## src/rtl/sacc_regs.svh

```systemverilog
// Register map, field positions, reset values and sequence counts of the converter control
`ifndef SACC_REGS_SVH
`define SACC_REGS_SVH
`define SACC_ADDR_W      5
`define SACC_OFF_CTRL_A  5'h00
`define SACC_OFF_CTRL_B  5'h04
`define SACC_OFF_RES_HI  5'h08
`define SACC_OFF_RES_LO  5'h0C
`define SACC_OFF_IRQ     5'h10
`define SACC_A_START     0
`define SACC_A_POWER     1
`define SACC_A_FORMAT    2
`define SACC_A_BUSY      3
`define SACC_A_CHANNEL   7:4
`define SACC_B_DIVIDER   2:0
`define SACC_B_SOURCE    5:3
`define SACC_B_REFSEL    7:6
`define SACC_I_FLAG      0
`define SACC_I_CONV_EN   1
`define SACC_I_GLOBAL_EN 2
`define SACC_RST_BYTE    8'h00
`define SACC_SRC_EXT     3'h0
`define SACC_SRC_EXT_LO  3'h5
`define SACC_REF_VDD     2'h1
`define SACC_SAMPLE_CLKS 5'h04
`define SACC_CONV_CLKS   5'h0C
`define SACC_TOTAL_CLKS  5'h10
`define SACC_SAR_FIRST   12'h800
`define SACC_RESP_OKAY   2'h0
`define SACC_RESP_DECERR 2'h3
`endif

```

## src/rtl/sacc_pkg.sv

```systemverilog
// Types shared by the converter control
package sacc_pkg;
  typedef enum logic [1:0] {SACC_IDLE, SACC_SAMPLE, SACC_CONVERT} sacc_state_type;
  typedef logic [11:0] sacc_code_type;
endpackage

```

## src/rtl/sacc_top.sv

```systemverilog
// Conversion sequencer, SAR register and AXI4-Lite register file of the 12-bit converter
`timescale 1ns/1ps
`include "sacc_regs.svh"
module sacc_top (
  input  wire logic                        aclk,
  input  wire logic                        aresetn,
  input  wire logic [`SACC_ADDR_W-1:0]     s_axi_awaddr,
  input  wire logic                        s_axi_awvalid,
  output wire logic                        s_axi_awready,
  input  wire logic [31:0]                 s_axi_wdata,
  input  wire logic [3:0]                  s_axi_wstrb,
  input  wire logic                        s_axi_wvalid,
  output wire logic                        s_axi_wready,
  output logic      [1:0]                  s_axi_bresp,
  output logic                             s_axi_bvalid,
  input  wire logic                        s_axi_bready,
  input  wire logic [`SACC_ADDR_W-1:0]     s_axi_araddr,
  input  wire logic                        s_axi_arvalid,
  output wire logic                        s_axi_arready,
  output logic      [31:0]                 s_axi_rdata,
  output logic      [1:0]                  s_axi_rresp,
  output logic                             s_axi_rvalid,
  input  wire logic                        s_axi_rready,
  input  wire logic                        comparator_in,
  output wire logic                        analog_power_en,
  output wire logic                        sample_en,
  output sacc_pkg::sacc_code_type          dac_code,
  output wire logic [2:0]                  input_source_select,
  output wire logic [3:0]                  channel_select,
  output wire logic                        external_input_sel,
  output wire logic                        ref_sel_vdd,
  output wire logic                        conv_irq
);
  import sacc_pkg::*;

  // One trial of the successive approximation: keep or drop bit idx, try the next one down
  function automatic sacc_code_type sacc_sar_step(input sacc_code_type code, input logic [3:0] idx,
                                                  input logic cmp);
    sacc_code_type r;
    r = code;
    r[idx] = cmp;
    if (idx != 4'h0) begin
      r[idx - 4'h1] = 1'b1;
    end
    return r;
  endfunction

  logic [7:0]     conv_control_reg_a;
  logic [7:0]     conv_control_reg_b;
  logic [2:0]     irq_bits;
  sacc_state_type state;
  logic [3:0]     phase_cnt;
  sacc_code_type  sar;
  sacc_code_type  result;
  logic [6:0]     div_cnt;
  logic           start_q;
  logic           cmp_meta;
  logic           cmp_sync;

  wire logic       start_bit            = conv_control_reg_a[`SACC_A_START];
  wire logic       conv_power_enable    = conv_control_reg_a[`SACC_A_POWER];
  wire logic       result_format_select = conv_control_reg_a[`SACC_A_FORMAT];
  wire logic [2:0] conv_clock_divider   = conv_control_reg_b[`SACC_B_DIVIDER];
  wire logic [1:0] reference_select     = conv_control_reg_b[`SACC_B_REFSEL];
  wire logic       conv_irq_request_flag = irq_bits[`SACC_I_FLAG];
  wire logic       conv_irq_enable      = irq_bits[`SACC_I_CONV_EN];
  wire logic       global_irq_enable    = irq_bits[`SACC_I_GLOBAL_EN];
  wire logic       conv_busy_flag       = (state != SACC_IDLE);
  wire logic       start_fall           = start_q & ~start_bit;
  wire logic       hold_reset           = start_bit | ~conv_power_enable;
  wire logic [6:0] div_mask             = 7'h7F >> (3'h7 - conv_clock_divider);
  wire logic       conv_tick            = ((div_cnt & div_mask) == div_mask);
  wire logic [3:0] bit_idx              = 4'hB - phase_cnt;
  wire sacc_code_type sar_next          = sacc_sar_step(sar, bit_idx, cmp_sync);
  wire logic       last_sample          = (phase_cnt == 4'(`SACC_SAMPLE_CLKS - 5'h01));
  wire logic       last_trial           = (phase_cnt == 4'(`SACC_CONV_CLKS - 5'h01));
  wire logic       conv_done            = ~hold_reset & conv_tick & (state == SACC_CONVERT) & last_trial;

  // Comparator comes from the analog domain; two stages cost two system clocks, so at a
  // divider of 0 or 1 the trial decision lags the DAC code and codes are not meaningful
  always_ff @(posedge aclk) begin
    cmp_meta <= comparator_in;
    cmp_sync <= cmp_meta;
  end

  // Converter clock as an enable; restarted at each start edge so every conversion aligns
  always_ff @(posedge aclk) begin
    if (!aresetn || start_fall) begin
      div_cnt <= 7'h00;
    end else begin
      div_cnt <= div_cnt + 7'h01;
    end
  end

  always_ff @(posedge aclk) begin
    if (!aresetn) begin
      start_q <= 1'b0;
    end else begin
      start_q <= start_bit;
    end
  end

  always_ff @(posedge aclk) begin
    if (!aresetn) begin
      state     <= SACC_IDLE;
      phase_cnt <= 4'h0;
      sar       <= '0;
      result    <= '0;
    end else if (hold_reset) begin
      state     <= SACC_IDLE;
      phase_cnt <= 4'h0;
    end else if (start_fall) begin
      state     <= SACC_SAMPLE;
      phase_cnt <= 4'h0;
    end else if (conv_tick) begin
      unique case (state)
        SACC_IDLE: begin
        end
        SACC_SAMPLE: begin
          if (last_sample) begin
            state     <= SACC_CONVERT;
            phase_cnt <= 4'h0;
            sar       <= `SACC_SAR_FIRST;
          end else begin
            phase_cnt <= phase_cnt + 4'h1;
          end
        end
        SACC_CONVERT: begin
          sar <= sar_next;
          if (last_trial) begin
            state  <= SACC_IDLE;
            result <= sar_next;
          end else begin
            phase_cnt <= phase_cnt + 4'h1;
          end
        end
      endcase
    end
  end

  // Code n stands for n steps of reference/4096; the DAC is built with the half-step
  // offset so transitions land half a step early and the last one 1.5 steps below full scale
  assign dac_code            = sar;
  assign sample_en           = (state == SACC_SAMPLE);
  assign analog_power_en     = conv_power_enable;
  assign input_source_select = conv_control_reg_b[`SACC_B_SOURCE];
  assign channel_select      = conv_control_reg_a[`SACC_A_CHANNEL];
  assign external_input_sel  = (input_source_select == `SACC_SRC_EXT) ||
                               (input_source_select >= `SACC_SRC_EXT_LO);
  assign ref_sel_vdd         = (reference_select == `SACC_REF_VDD);
  assign conv_irq            = conv_irq_request_flag & conv_irq_enable & global_irq_enable;

  wire logic [7:0] result_high_byte = result_format_select ? {4'h0, result[11:8]} : result[11:4];
  wire logic [7:0] result_low_byte  = result_format_select ? result[7:0] : {result[3:0], 4'h0};

  // Bus: both write channels taken together; answers never wait on the sequencer
  wire logic wr_take = s_axi_awvalid & s_axi_wvalid & ~s_axi_bvalid;
  wire logic rd_take = s_axi_arvalid & ~s_axi_rvalid;
  wire logic wr_lane = wr_take & s_axi_wstrb[0];
  wire logic wr_a    = wr_lane && (s_axi_awaddr == `SACC_OFF_CTRL_A);
  wire logic wr_b    = wr_lane && (s_axi_awaddr == `SACC_OFF_CTRL_B);
  wire logic wr_i    = wr_lane && (s_axi_awaddr == `SACC_OFF_IRQ);
  wire logic wr_hit  = (s_axi_awaddr == `SACC_OFF_CTRL_A) || (s_axi_awaddr == `SACC_OFF_CTRL_B) ||
                       (s_axi_awaddr == `SACC_OFF_RES_HI) || (s_axi_awaddr == `SACC_OFF_RES_LO) ||
                       (s_axi_awaddr == `SACC_OFF_IRQ);
  wire logic [7:0] status_a = {conv_control_reg_a[7:4], conv_busy_flag, conv_control_reg_a[2:0]};
  wire logic [7:0] rd_byte  = (s_axi_araddr == `SACC_OFF_CTRL_A) ? status_a :
                              (s_axi_araddr == `SACC_OFF_CTRL_B) ? conv_control_reg_b :
                              (s_axi_araddr == `SACC_OFF_RES_HI) ? result_high_byte :
                              (s_axi_araddr == `SACC_OFF_RES_LO) ? result_low_byte :
                              (s_axi_araddr == `SACC_OFF_IRQ)    ? {5'h00, irq_bits} : `SACC_RST_BYTE;
  wire logic rd_hit = (s_axi_araddr == `SACC_OFF_CTRL_A) || (s_axi_araddr == `SACC_OFF_CTRL_B) ||
                      (s_axi_araddr == `SACC_OFF_RES_HI) || (s_axi_araddr == `SACC_OFF_RES_LO) ||
                      (s_axi_araddr == `SACC_OFF_IRQ);

  assign s_axi_awready = wr_take;
  assign s_axi_wready  = wr_take;
  assign s_axi_arready = rd_take;

  always_ff @(posedge aclk) begin
    if (!aresetn) begin
      conv_control_reg_a <= `SACC_RST_BYTE;
      conv_control_reg_b <= `SACC_RST_BYTE;
    end else begin
      if (wr_a) begin
        conv_control_reg_a <= s_axi_wdata[7:0];
      end
      if (wr_b) begin
        conv_control_reg_b <= s_axi_wdata[7:0];
      end
    end
  end

  // Flag is write-one-to-clear; a completion in the same cycle as the clear wins
  always_ff @(posedge aclk) begin
    if (!aresetn) begin
      irq_bits <= 3'h0;
    end else begin
      if (wr_i) begin
        irq_bits[2:1] <= s_axi_wdata[2:1];
      end
      if (conv_done) begin
        irq_bits[`SACC_I_FLAG] <= 1'b1;
      end else if (wr_i && s_axi_wdata[`SACC_I_FLAG]) begin
        irq_bits[`SACC_I_FLAG] <= 1'b0;
      end
    end
  end

  always_ff @(posedge aclk) begin
    if (!aresetn) begin
      s_axi_bvalid <= 1'b0;
      s_axi_bresp  <= `SACC_RESP_OKAY;
      s_axi_rvalid <= 1'b0;
      s_axi_rresp  <= `SACC_RESP_OKAY;
      s_axi_rdata  <= 32'h00000000;
    end else begin
      if (wr_take) begin
        s_axi_bvalid <= 1'b1;
        s_axi_bresp  <= wr_hit ? `SACC_RESP_OKAY : `SACC_RESP_DECERR;
      end else if (s_axi_bready) begin
        s_axi_bvalid <= 1'b0;
      end
      if (rd_take) begin
        s_axi_rvalid <= 1'b1;
        s_axi_rresp  <= rd_hit ? `SACC_RESP_OKAY : `SACC_RESP_DECERR;
        s_axi_rdata  <= {24'h000000, rd_byte};
      end else if (s_axi_rready) begin
        s_axi_rvalid <= 1'b0;
      end
    end
  end

  // Checks: converter ticks seen since the start edge
  logic [4:0] busy_ticks;
  always_ff @(posedge aclk) begin
    if (!aresetn || start_fall) begin
      busy_ticks <= 5'h00;
    end else if (conv_busy_flag && conv_tick && !hold_reset) begin
      busy_ticks <= busy_ticks + 5'h01;
    end
  end
endmodule // sacc_top

```

## config.mk

```make
export PLATFORM = sky130hd
export DESIGN_NAME = sacc_top
export DESIGN_NICKNAME = d
export VERILOG_FILES = /design/src/rtl/sacc_pkg.sv /design/src/rtl/sacc_top.sv
export VERILOG_INCLUDE_DIRS = /design/src /design/src/rtl
export SDC_FILE = /design/constraint.sdc
export NUM_CORES = 1
export LEC_CHECK = 0
export BUFFER_PORTS_ARGS = -buffer_cell sky130_fd_sc_hd__buf_2
export CELL_PAD_IN_SITES_DETAIL_PLACEMENT = 0
export CELL_PAD_IN_SITES_GLOBAL_PLACEMENT = 1
export CORE_ASPECT_RATIO = 1.2
export CORE_UTILIZATION = 39
export CTS_BUF_LIST = sky130_fd_sc_hd__clkbuf_4 sky130_fd_sc_hd__clkbuf_8
export DETAILED_ROUTE_END_ITERATION = 7
export PLACE_DENSITY_LB_ADDON = 0.12
export RECOVER_POWER = 100
export SLEW_MARGIN = 20
export SYNTH_ARGS = -nofsm -noshare
export SYNTH_HDL_FRONTEND = slang
export SYNTH_SLANG_ARGS = --single-unit
```

## constraint.sdc

```tcl
create_clock -name aclk -period 2.75 [get_ports aclk]
set_input_delay 0.4125 -clock aclk [delete_from_list [all_inputs] [get_ports aclk]]
set_output_delay 0.4125 -clock aclk [all_outputs]
set_load 0.005 [all_outputs]
```

==> Yosys cells after proc, flatten, opt, wreduce, memory -nomap -nowiden <==
Cells that the tools add are included.
Widths: inputs -> output; s select.
{ "word_totals": {"ff_bits": 73, "inputBits": 54} }
{ "classes": {"bitwise_logic": 20, "n_reduce_logical": 35, "add_sub_neg": 5, "n_lt_le_gt_ge": 5, "n_eq_ne": 19, "shift": 1, "mux": 31} }
{ "ops": {"columns": ["operator", "count"], "rows": [
  ["$mux 8", 6],
  ["$mux 12", 2],
  ["$pmux 12 s2", 1],
  ["$eq 5x4->1 const B", 4],
  ["$bwmux 12", 1],
  ["$or 12x12->12", 1],
  ["$reduce_bool 2->1", 6],
  ["$and 1x1->1", 10],
  ["$eq 5x3->1 const B", 2],
  ["$eq 5x5->1 const B", 2],
  ["$logic_not 5->1", 2],
  ["$logic_or 1x1->1", 10],
  ["$lt 4x5->1 const B", 2],
  ["$mux 1", 10],
  ["$reduce_and 5->1", 2],
  ["$demux 1 s4", 2],
  ["$ge 4x1->1 const B", 2],
  ["$mux 2", 4],
  ["$mux 4", 2],
  ["$pmux 4 s2", 1],
  ["$reduce_and 4->1", 2],
  ["$add 7x1->7 const B", 1],
  ["$and 7x7->7", 1],
  ["$eq 7x7->1", 1],
  ["26 further kinds", 39]
]} }

==> Longest topological paths before layout <==
Gate-level depths: netlist of run 1.
{ "depth": {"depth_word": 9, "ltp_mapped": 9} }

==> Worst setup path after synthesis of run 1 <==
Ideal clock, no wire load.
{ "synth_path": {"path_kind": "reg2reg", "startpoint": "register phase_cnt[0]", "endpoint": "register sar[10], in the netlist dac_code[10]", "setup_ps": 76, "setup_slack_ps": 839, "arrival_time_ps": 1835, "stages_incl_launch_ff": 9, "path_buffers": 2, "path_cell_list": "dfxtp_1 -> ha_1 -> clkbuf_1 -> nand2_1 -> nand2_1 -> and3b_1 -> clkbuf_1 -> nand3_1 -> a21boi_0"} }
{ "synth_between": {"elab_chain_len": 9} }
{ "synth_lines": {"columns": ["item", "line", "rtl"], "rows": [
  ["start: declaration", "sacc_top.sv:52", "logic [3:0] phase_cnt;"],
  ["start signal: assignment", "sacc_top.sv:125", "phase_cnt <= phase_cnt + 4'h1;"],
  ["start signal: assignment", "sacc_top.sv:134", "phase_cnt <= phase_cnt + 4'h1;"],
  ["$sub 4x4->4", "sacc_top.sv:73", "wire logic [3:0] bit_idx = 4'hB - phase_cnt;"],
  ["$sub 4x1->4 (tied with other cells)", "sacc_top.sv:43", "r[idx - 4'h1] = 1'b1;"],
  ["$lt 4x5->1 (implied by the code) (tied with other cells)", "sacc_top.sv:43", null],
  ["$logic_and 1x1->1 (implied by the code) or $mux 1 (tied branches)", "sacc_top.sv:43, sacc_top.sv:41", null],
  ["$mux 1 (implied by the code) or $demux 1 s4 (tied branches)", "sacc_top.sv:43, sacc_top.sv:41", null],
  ["$demux 1 s4 or $bwmux 12 (tied branches)", "sacc_top.sv:43, sacc_top.sv:41", null],
  ["$or 12x12->12 (no line)", null, null],
  ["$mux 12", "sacc_top.sv:42", "if (idx != 4'h0) begin"],
  ["$pmux 12 s2", "sacc_top.sv:116", "unique case (state)"],
  ["end signal: assignment", "sacc_top.sv:123", "sar <= `SACC_SAR_FIRST;"],
  ["end signal: assignment", "sacc_top.sv:129", "sar <= sar_next;"],
  ["end: declaration", "sacc_top.sv:53", "sacc_code_type sar;"]
]} }
Several ways; a longest one is shown, not always the timed one.
A chain may end at the register's enable or synchronous reset.

==> Worst setup path after layout of run 1 <==
{ "layout_path": {"startpoint": "register state[0]", "endpoint": "register result[11]"} }
{ "layout_between": {"elab_chain_len": 2} }
{ "layout_lines": {"columns": ["item", "line", "rtl"], "rows": [
  ["start: declaration", "sacc_top.sv:51", "sacc_state_type state;"],
  ["start signal: assignment", "sacc_top.sv:105", "state <= SACC_IDLE;"],
  ["start signal: assignment", "sacc_top.sv:110", "state <= SACC_IDLE;"],
  ["start signal: assignment", "sacc_top.sv:113", "state <= SACC_SAMPLE;"],
  ["$eq 2x2->1", "sacc_top.sv:116", null],
  ["$reduce_and 5->1 (no line)", null, null],
  ["end signal: assignment", "sacc_top.sv:132", "result <= sar_next;"],
  ["end: declaration", "sacc_top.sv:54", "sacc_code_type result;"]
]} }
No other way between the ends.

==> summary.txt, run 1 <==
Run status
  – Status: completed

Setup path
  – Worst path arrival time: ~2.6 ns
  – Setup crit start kind: flop
  – Worst endpoint required time: 3.00 ns
  – CP max FO: 19
  – FF-to-FF setup slack: 0.39 ns
  – Crit path kind: flop to flop
  – CP endpoint kind: flop

Route
  – Vias post-DR: 3278
  – First-pass iteration count of the detailed router: 4
  – Initial DRC Count: 91
  – Via density: 5.082
  – Final wirelength: 9326 um
  – Routed wire length per instance: 14.46 um
  – DR DRC count: 0
  – Post-route ant nets: 0

Clock tree
  – Resized cells post-CTS: 0
  – Sink Count: 70
  – Max clock buf depth: 2
  – Num CTS Buffers: 9
  – CTS root buffer: clkbuf_8
  – Hold-fix buffers at CTS: 0
  – H-tree levels: 3
  – Post-CTS setup buffer count: 0
  – Clk Latency, worst-skew pair: 0.35 ns
  – Clock transition at path regs: 0.08 ns
  – CTS tree: done

Timing
  – Slew HR: 0.3229
  – RSZ-0062 raised after global routing: no
  – Crit path time final: 2.359 ns
  – Worst Tran Pin Value: 1.016 ns
  – Endpoints failing hold: 0
  – # setup viols final: 0
  – Max-slew violation count: 0
  – FMAX: 423.9 MHz
  – Skew final: around 0.0073 ns
  – Final TNS setup: 0 ns
  – Final period util: 0.8578

Global route
  – Vias in the first global route: 2999
  – First-pass GRT wire length: 15050 um
  – Overall Global Routing Usage: 0.1847
  – GR Overflow Total: 0
  – Pin count of the biggest net entering global routing: 60
  – Initial antenna violation count: 0

Power
  – P_leak: approximately 1.8 nW
  – Cell area power density: 455.0 mW/mm^2
  – Worst vdd ir: 0.0002985 V

Logic synthesis
  – Netlist cell types: 57
  – Largest area contributor in the netlist: dfxtp_1
  – Mapped Cells: between 400 and 500
  – Yosys top cell area share: 0.3536
  – Count leader, synth: dfxtp_1
  – Syn. warnings: 0
  – Mean area per synthesized cell: 8.540 um^2
  – Synth top area cells: dfxtp_1 (35%), mux2i_1 (10%), buf_4 (6.4%), nor2b_1 (5.5%), nand2_1 (5.3%)
  – Mapped cell area: 0.003963 mm^2
  – Top FF cell, synth: dfxtp_1
  – Number of synthesized register bits: 70
  – Number of synthesized flops with an enable pin: 0
  – Post-synthesis sequential area ratio: 0.3536
  – Async set-reset flop share out of synthesis: 0
  – Synth top cells by count: dfxtp_1 (70), nand2_1 (56), mux2i_1 (41)

Finish
  – ANT cells: 0
  – Fin util: 0.4523
  – Final-layout fill cell count: around 1000
  – Layout net count: approximately 600
  – Share of cells above drive strength 1: 0.1590
  – Area Growth Syn to Fin: 10.83%

Placed design
  – Final HPWL DP: 6887 um
  – GPL Wtd Cong: 0.7897
  – Port bufs: 67

Floorplanning
  – Die H: between 100 and 150 um
  – Die width: 94.02 um
  – Die area: approximately 0.011 mm^2
  – Initial cell density of the core: 0.4081
  – Ports: 119
  – FP Rows: 39
  – Core footprint: 0.009711 mm^2

Flow run
  – Max-Cap Viols: 0

Worst hold path
  – Hold Crit Class: input port to flop
-- report_power, final --
group	internal (mW)	switching [mW]
combinational	0.0512	0.0673
clock	0.440	0.398
sequential	1.03	0.0140
total	1.52	0.479
-- stage by stage --
stage / power (mW) / hold slack, ns / cells / worst slack (ns) / area [um^2]
finish: 1.998 / 0.1588 / 645 / 0.3909 / 4392
global route: 2.086 / 0.1422 / 645 / 0.1717 / 4392
CTS: 2.031 / 0.1404 / 645 / 0.5693 / 4432
detailed placement: 1.186 / 0.3121 / 629 / 0.4810 / 4233
global placement: 1.185 / 0.3114 / 629 / 0.4923 / 4233
floorplan: 1.159 / 0.3096 / 487 / 0.8390 / 4049
-- path summary, 6_finish.rpt --
| path | startpoint | end | cells past startpoint |
|---|---|---|---|
| min | comparator_in | cmp_meta | 1 |
| min reg2reg | cmp_meta | cmp_sync | 0 |
| max | state[0] | result[11] | 6 |
| max reg2reg | state[0] | result[11] | 6 |
-- critical path, cell delays in order, from the launching register on --
cell and delay (ns):
dfxtp_1 0.33, inv_1 0.08, ha_1 0.62, nand3_1 0.13
or4_1 0.75, mux2i_1 0.26, nor2b_1 0.07
-- area by class of cell --
| type | count | area (um^2) | area share |
|---|---|---|---|
| clock buffers | 10 | 137.6 | 0.03134 |
| well taps | 123 | 153.9 | 0.03504 |
| inverters | 8 | 30.03 | 0.006838 |
| flip-flops and latches | 70 | 1401 | 0.3191 |
| multi-input cells | 355 | 2261 | 0.5148 |
| repair buffers | 73 | 346.6 | 0.07892 |
| clock inverters | 6 | 61.31 | 0.01396 |
-- routing by layer --
layer,share of wire,track usage,wire length (um)
met2,0.48,0.3061,4450
met1,0.47,0.2307,4363
met5,0,0,0
met4,0.020,0.08615,189
met3,0.035,0.03184,323
-- flip-flops by register name, summed over array words and instances (netlist names), 2 cells and up --
name                cells
phase_cnt               4
state                   2
s_axi_rdata             8
conv_control_reg_b      8
conv_control_reg_a      7
irq_bits                3
div_cnt                 7
result                 12
dac_code               12
-- cells by family (layout without fill, tap and decap cells) --
group | after synthesis | after routing | synth area share
AOI/OAI and AO/OA | 97 | 97 | 0.1576
xor gates and xnor gates | 6 | 6 | 0.01326
adders and majority gates | 13 | 13 | 0.04105
buffers and inverters | 62 | 97 | 0.09757
DFF | 70 | 70 | 0.3536
muxes | 46 | 46 | 0.1178
other | 1 | 24 | 0.0009464
and+or+nand+nor | 169 | 169 | 0.2182
-- cells in the final DEF (no fill, tap or decap), types with 6 or more instances in the layout --
cell	Yosys	routed
nor2b_1	35	35
clkbuf_1	14	16
a221oi_1	8	8
clkbuf_8	0	10
buf_2	2	51
mux2i_1	41	41
ha_1	13	13
inv_1	8	8
o21ai_0	29	31
a21boi_0	12	12
conb_1	1	24
nand3_1	18	18
dfxtp_1	70	70
nor2_1	22	23
nand2_1	56	56
nand2b_1	6	6
a21oi_1	24	24
Note: power is estimated with default switching activity, not from simulation.
==> inputs of run 2 (changes only) <==
--- a/config.mk
+++ b/config.mk
@@ -13,7 +13,7 @@
 export CORE_UTILIZATION = 39
 export CTS_BUF_LIST = sky130_fd_sc_hd__clkbuf_4 sky130_fd_sc_hd__clkbuf_8
 export DETAILED_ROUTE_END_ITERATION = 7
-export PLACE_DENSITY_LB_ADDON = 0.12
+export PLACE_DENSITY_LB_ADDON = 0.15
 export RECOVER_POWER = 100
 export SLEW_MARGIN = 20
 export SYNTH_ARGS = -nofsm -noshare
==> run 2 against run 1 <==
Against the previous run:
- fmax rose by 0.54%
- power rose by 5.7%
- clock power rose by 13%
- register-to-register slack barely moved
- clock skew fell by 0.0022 ns
- largest cell class unchanged
- largest power group unchanged
==> summary.txt, run 2 (same netlist as run 1, synthesis figures left out) <==
Run status
  – Status: completed

Floorplanning
  – Core footprint: 0.009711 mm^2
  – Die H: 112.4 um
  – FP Rows: 39
  – Die width: 94.02 um
  – Ports: roughly 120
  – Initial cell density of the core: 0.4081
  – Die area: between 0.01 and 0.015 mm^2

Finish
  – Fin util: 0.4548
  – Layout net count: 584
  – Most frequent cells in the layout: dfxtp_1 (70), nand2_1 (56), buf_2 (51)
  – Commonest non-fill, non-tap cell in the layout: dfxtp_1
  – Design area: approximately 0.0044 mm^2
  – Area Growth Syn to Fin: 11.46%
  – Share of cells above drive strength 1: 0.1609
  – ANT cells: 0
  – Final-layout fill cell count: 1009

Placed design
  – Final HPWL DP: 6871 um
  – GPL Wtd Cong: 0.8321
  – Port bufs: 67
  – Placed cell areas: 0.004233 mm^2

Route
  – Initial DRC Count: 100
  – Vias post-DR: between 3000 and 4000
  – Final wirelength: 9253 um
  – Post-route ant nets: 0
  – First-pass iteration count of the detailed router: 4
  – DR DRC count: 0
  – Via density: approximately 5.1
  – Routed wire length per instance: 14.35 um

Timing
  – Worst Tran Pin Value: 0.9941 ns
  – Final period util: 0.8532
  – FMAX: approximately 430 MHz
  – Endpoints failing hold: 0
  – Skew final: ~0.0051 ns
  – # setup viols final: 0
  – Final TNS setup: 0 ns
  – Hold Slack: 0.1632 ns
  – Max-slew violation count: 0
  – RSZ-0062 raised after global routing: no
  – Slew HR: 0.3372
  – Crit path time final: 2.346 ns

Global route
  – Vias in the first global route: between 3000 and 4000
  – Initial antenna violation count: 0
  – Pin count of the biggest net entering global routing: 60
  – Grt met3 use: 0.02575
  – GR Overflow Total: 0
  – Top Usage Layer GRT: met2
  – First-pass GRT wire length: 15140 um
  – Overall Global Routing Usage: 0.1856
  – Met1 GRT Util: 0.2328
  – Met2 Track Usage GR: 0.3066

Worst hold path
  – Min-Delay Endpoint: cmp_meta
  – Min-Delay Startpoint: comparator_in
  – WHS Path Cells: 1
  – Hold Crit Class: input port to flop

Setup path
  – FF-to-FF setup slack: 0.40 ns
  – Worst path arrival time: 2.59 ns
  – Crit path kind: flop to flop
  – Setup crit start kind: flop
  – Worst reg2reg path depth: 6
  – Reg2reg start: state[0]
  – Highest-delay cell along the critical path: or4_1
  – Biggest cell delay along the critical path: 0.76 ns
  – CP Cell Sequence: inv_1, ha_1, nand3_1, or4_1, mux2i_1, nor2b_1
  – Worst endpoint required time: 2.99 ns
  – CP max FO: 19
  – CP endpoint kind: flop
  – R2r endpoint: result[3]

Power
  – Sequential Power Share: 0.493
  – Internal cell power: 1.633 mW
  – P_leak: 1.823 nW
  – Worst vdd ir: between 0.0002 and 0.00025 V
  – PnR Total Power: roughly 2.1 mW
  – Share of total power in the clock network: 0.450
  – Sw Share: 0.2271
  – NetSw: 0.4799 mW
  – Logic pwr share: 0.056
  – Cell area power density: ~480 mW/mm^2

Clock tree
  – Sink Count: 70
  – H-tree levels: 3
  – Max clock buf depth: 2
  – Post-CTS setup buffer count: 0
  – Clk Latency, worst-skew pair: 0.35 ns
  – CTS tree: done
  – Clock transition at path regs: 0.08 ns
  – Num CTS Buffers: 9
  – CTS root buffer: clkbuf_8
  – Resized cells post-CTS: 0
  – Hold-fix buffers at CTS: 0

Flow run
  – Max-Cap Viols: 0
run 2: metal layers:
metal | part of all wire | up-vias | wire (um)
met5 | 0 | - | 0
met4 | 0.020 | 0 | 187
met3 | 0.042 | 13 | 389
met2 | 0.48 | 87 | 4417
met1 | 0.46 | 1517 | 4258
li1 | - | 1680 | -
run 2: layout make-up:
class                           count  area, um^2  area share
Tap cell                          123       153.9     0.03484
Multi-Input combinational cell    355        2261      0.5119
Timing Repair Buffer               73       347.8     0.07875
Clock buffer                       12       152.6     0.03456
Inverter                            8       30.03    0.006799
Clock inverter                      4       70.07     0.01586
Sequential cell                    70        1401      0.3173
run 2: per-stage QoR:
stage	cells	setup slack, ns
floorplan	487	0.8390
global placement	629	0.5091
detailed placement	629	0.4891
CTS	645	0.5245
global route	645	0.1960
finish	645	0.4037
run 2: critical path, delay by kind of cell (launching register included):
family / cells / cell delay [ns]
simple gates: 3 / 0.95
fa+ha+maj: 1 / 0.60
mux: 1 / 0.28
flops: 1 / 0.33
buf+inv: 1 / 0.08
run 2: how the worst max path moves through the flow:
| stage | depth (start not counted) | startpoint | endpoint |
|---|---|---|---|
| floorplan | 8 | phase_cnt[0] | dac_code[10] |
| global placement | 6 | s_axi_araddr[4] | s_axi_rdata[1] |
| detailed placement | 6 | s_axi_araddr[4] | s_axi_rdata[1] |
| CTS | 7 | phase_cnt[0] | dac_code[3] |
| global route | 6 | state[0] | result[3] |
| finish | 6 | state[0] | result[3] |
run 2: power groups by stage:
stage          registers (mW)  logic (mW)  clock network (mW)
5_1_grt                  1.04       0.135                1.02
3_5_place_dp             1.07       0.122                   0
6_report                 1.04       0.119               0.951
2_1_floorplan            1.06      0.0967                   0
3_3_place_gp             1.07       0.120                   0
4_1_cts                  1.04       0.122               0.972
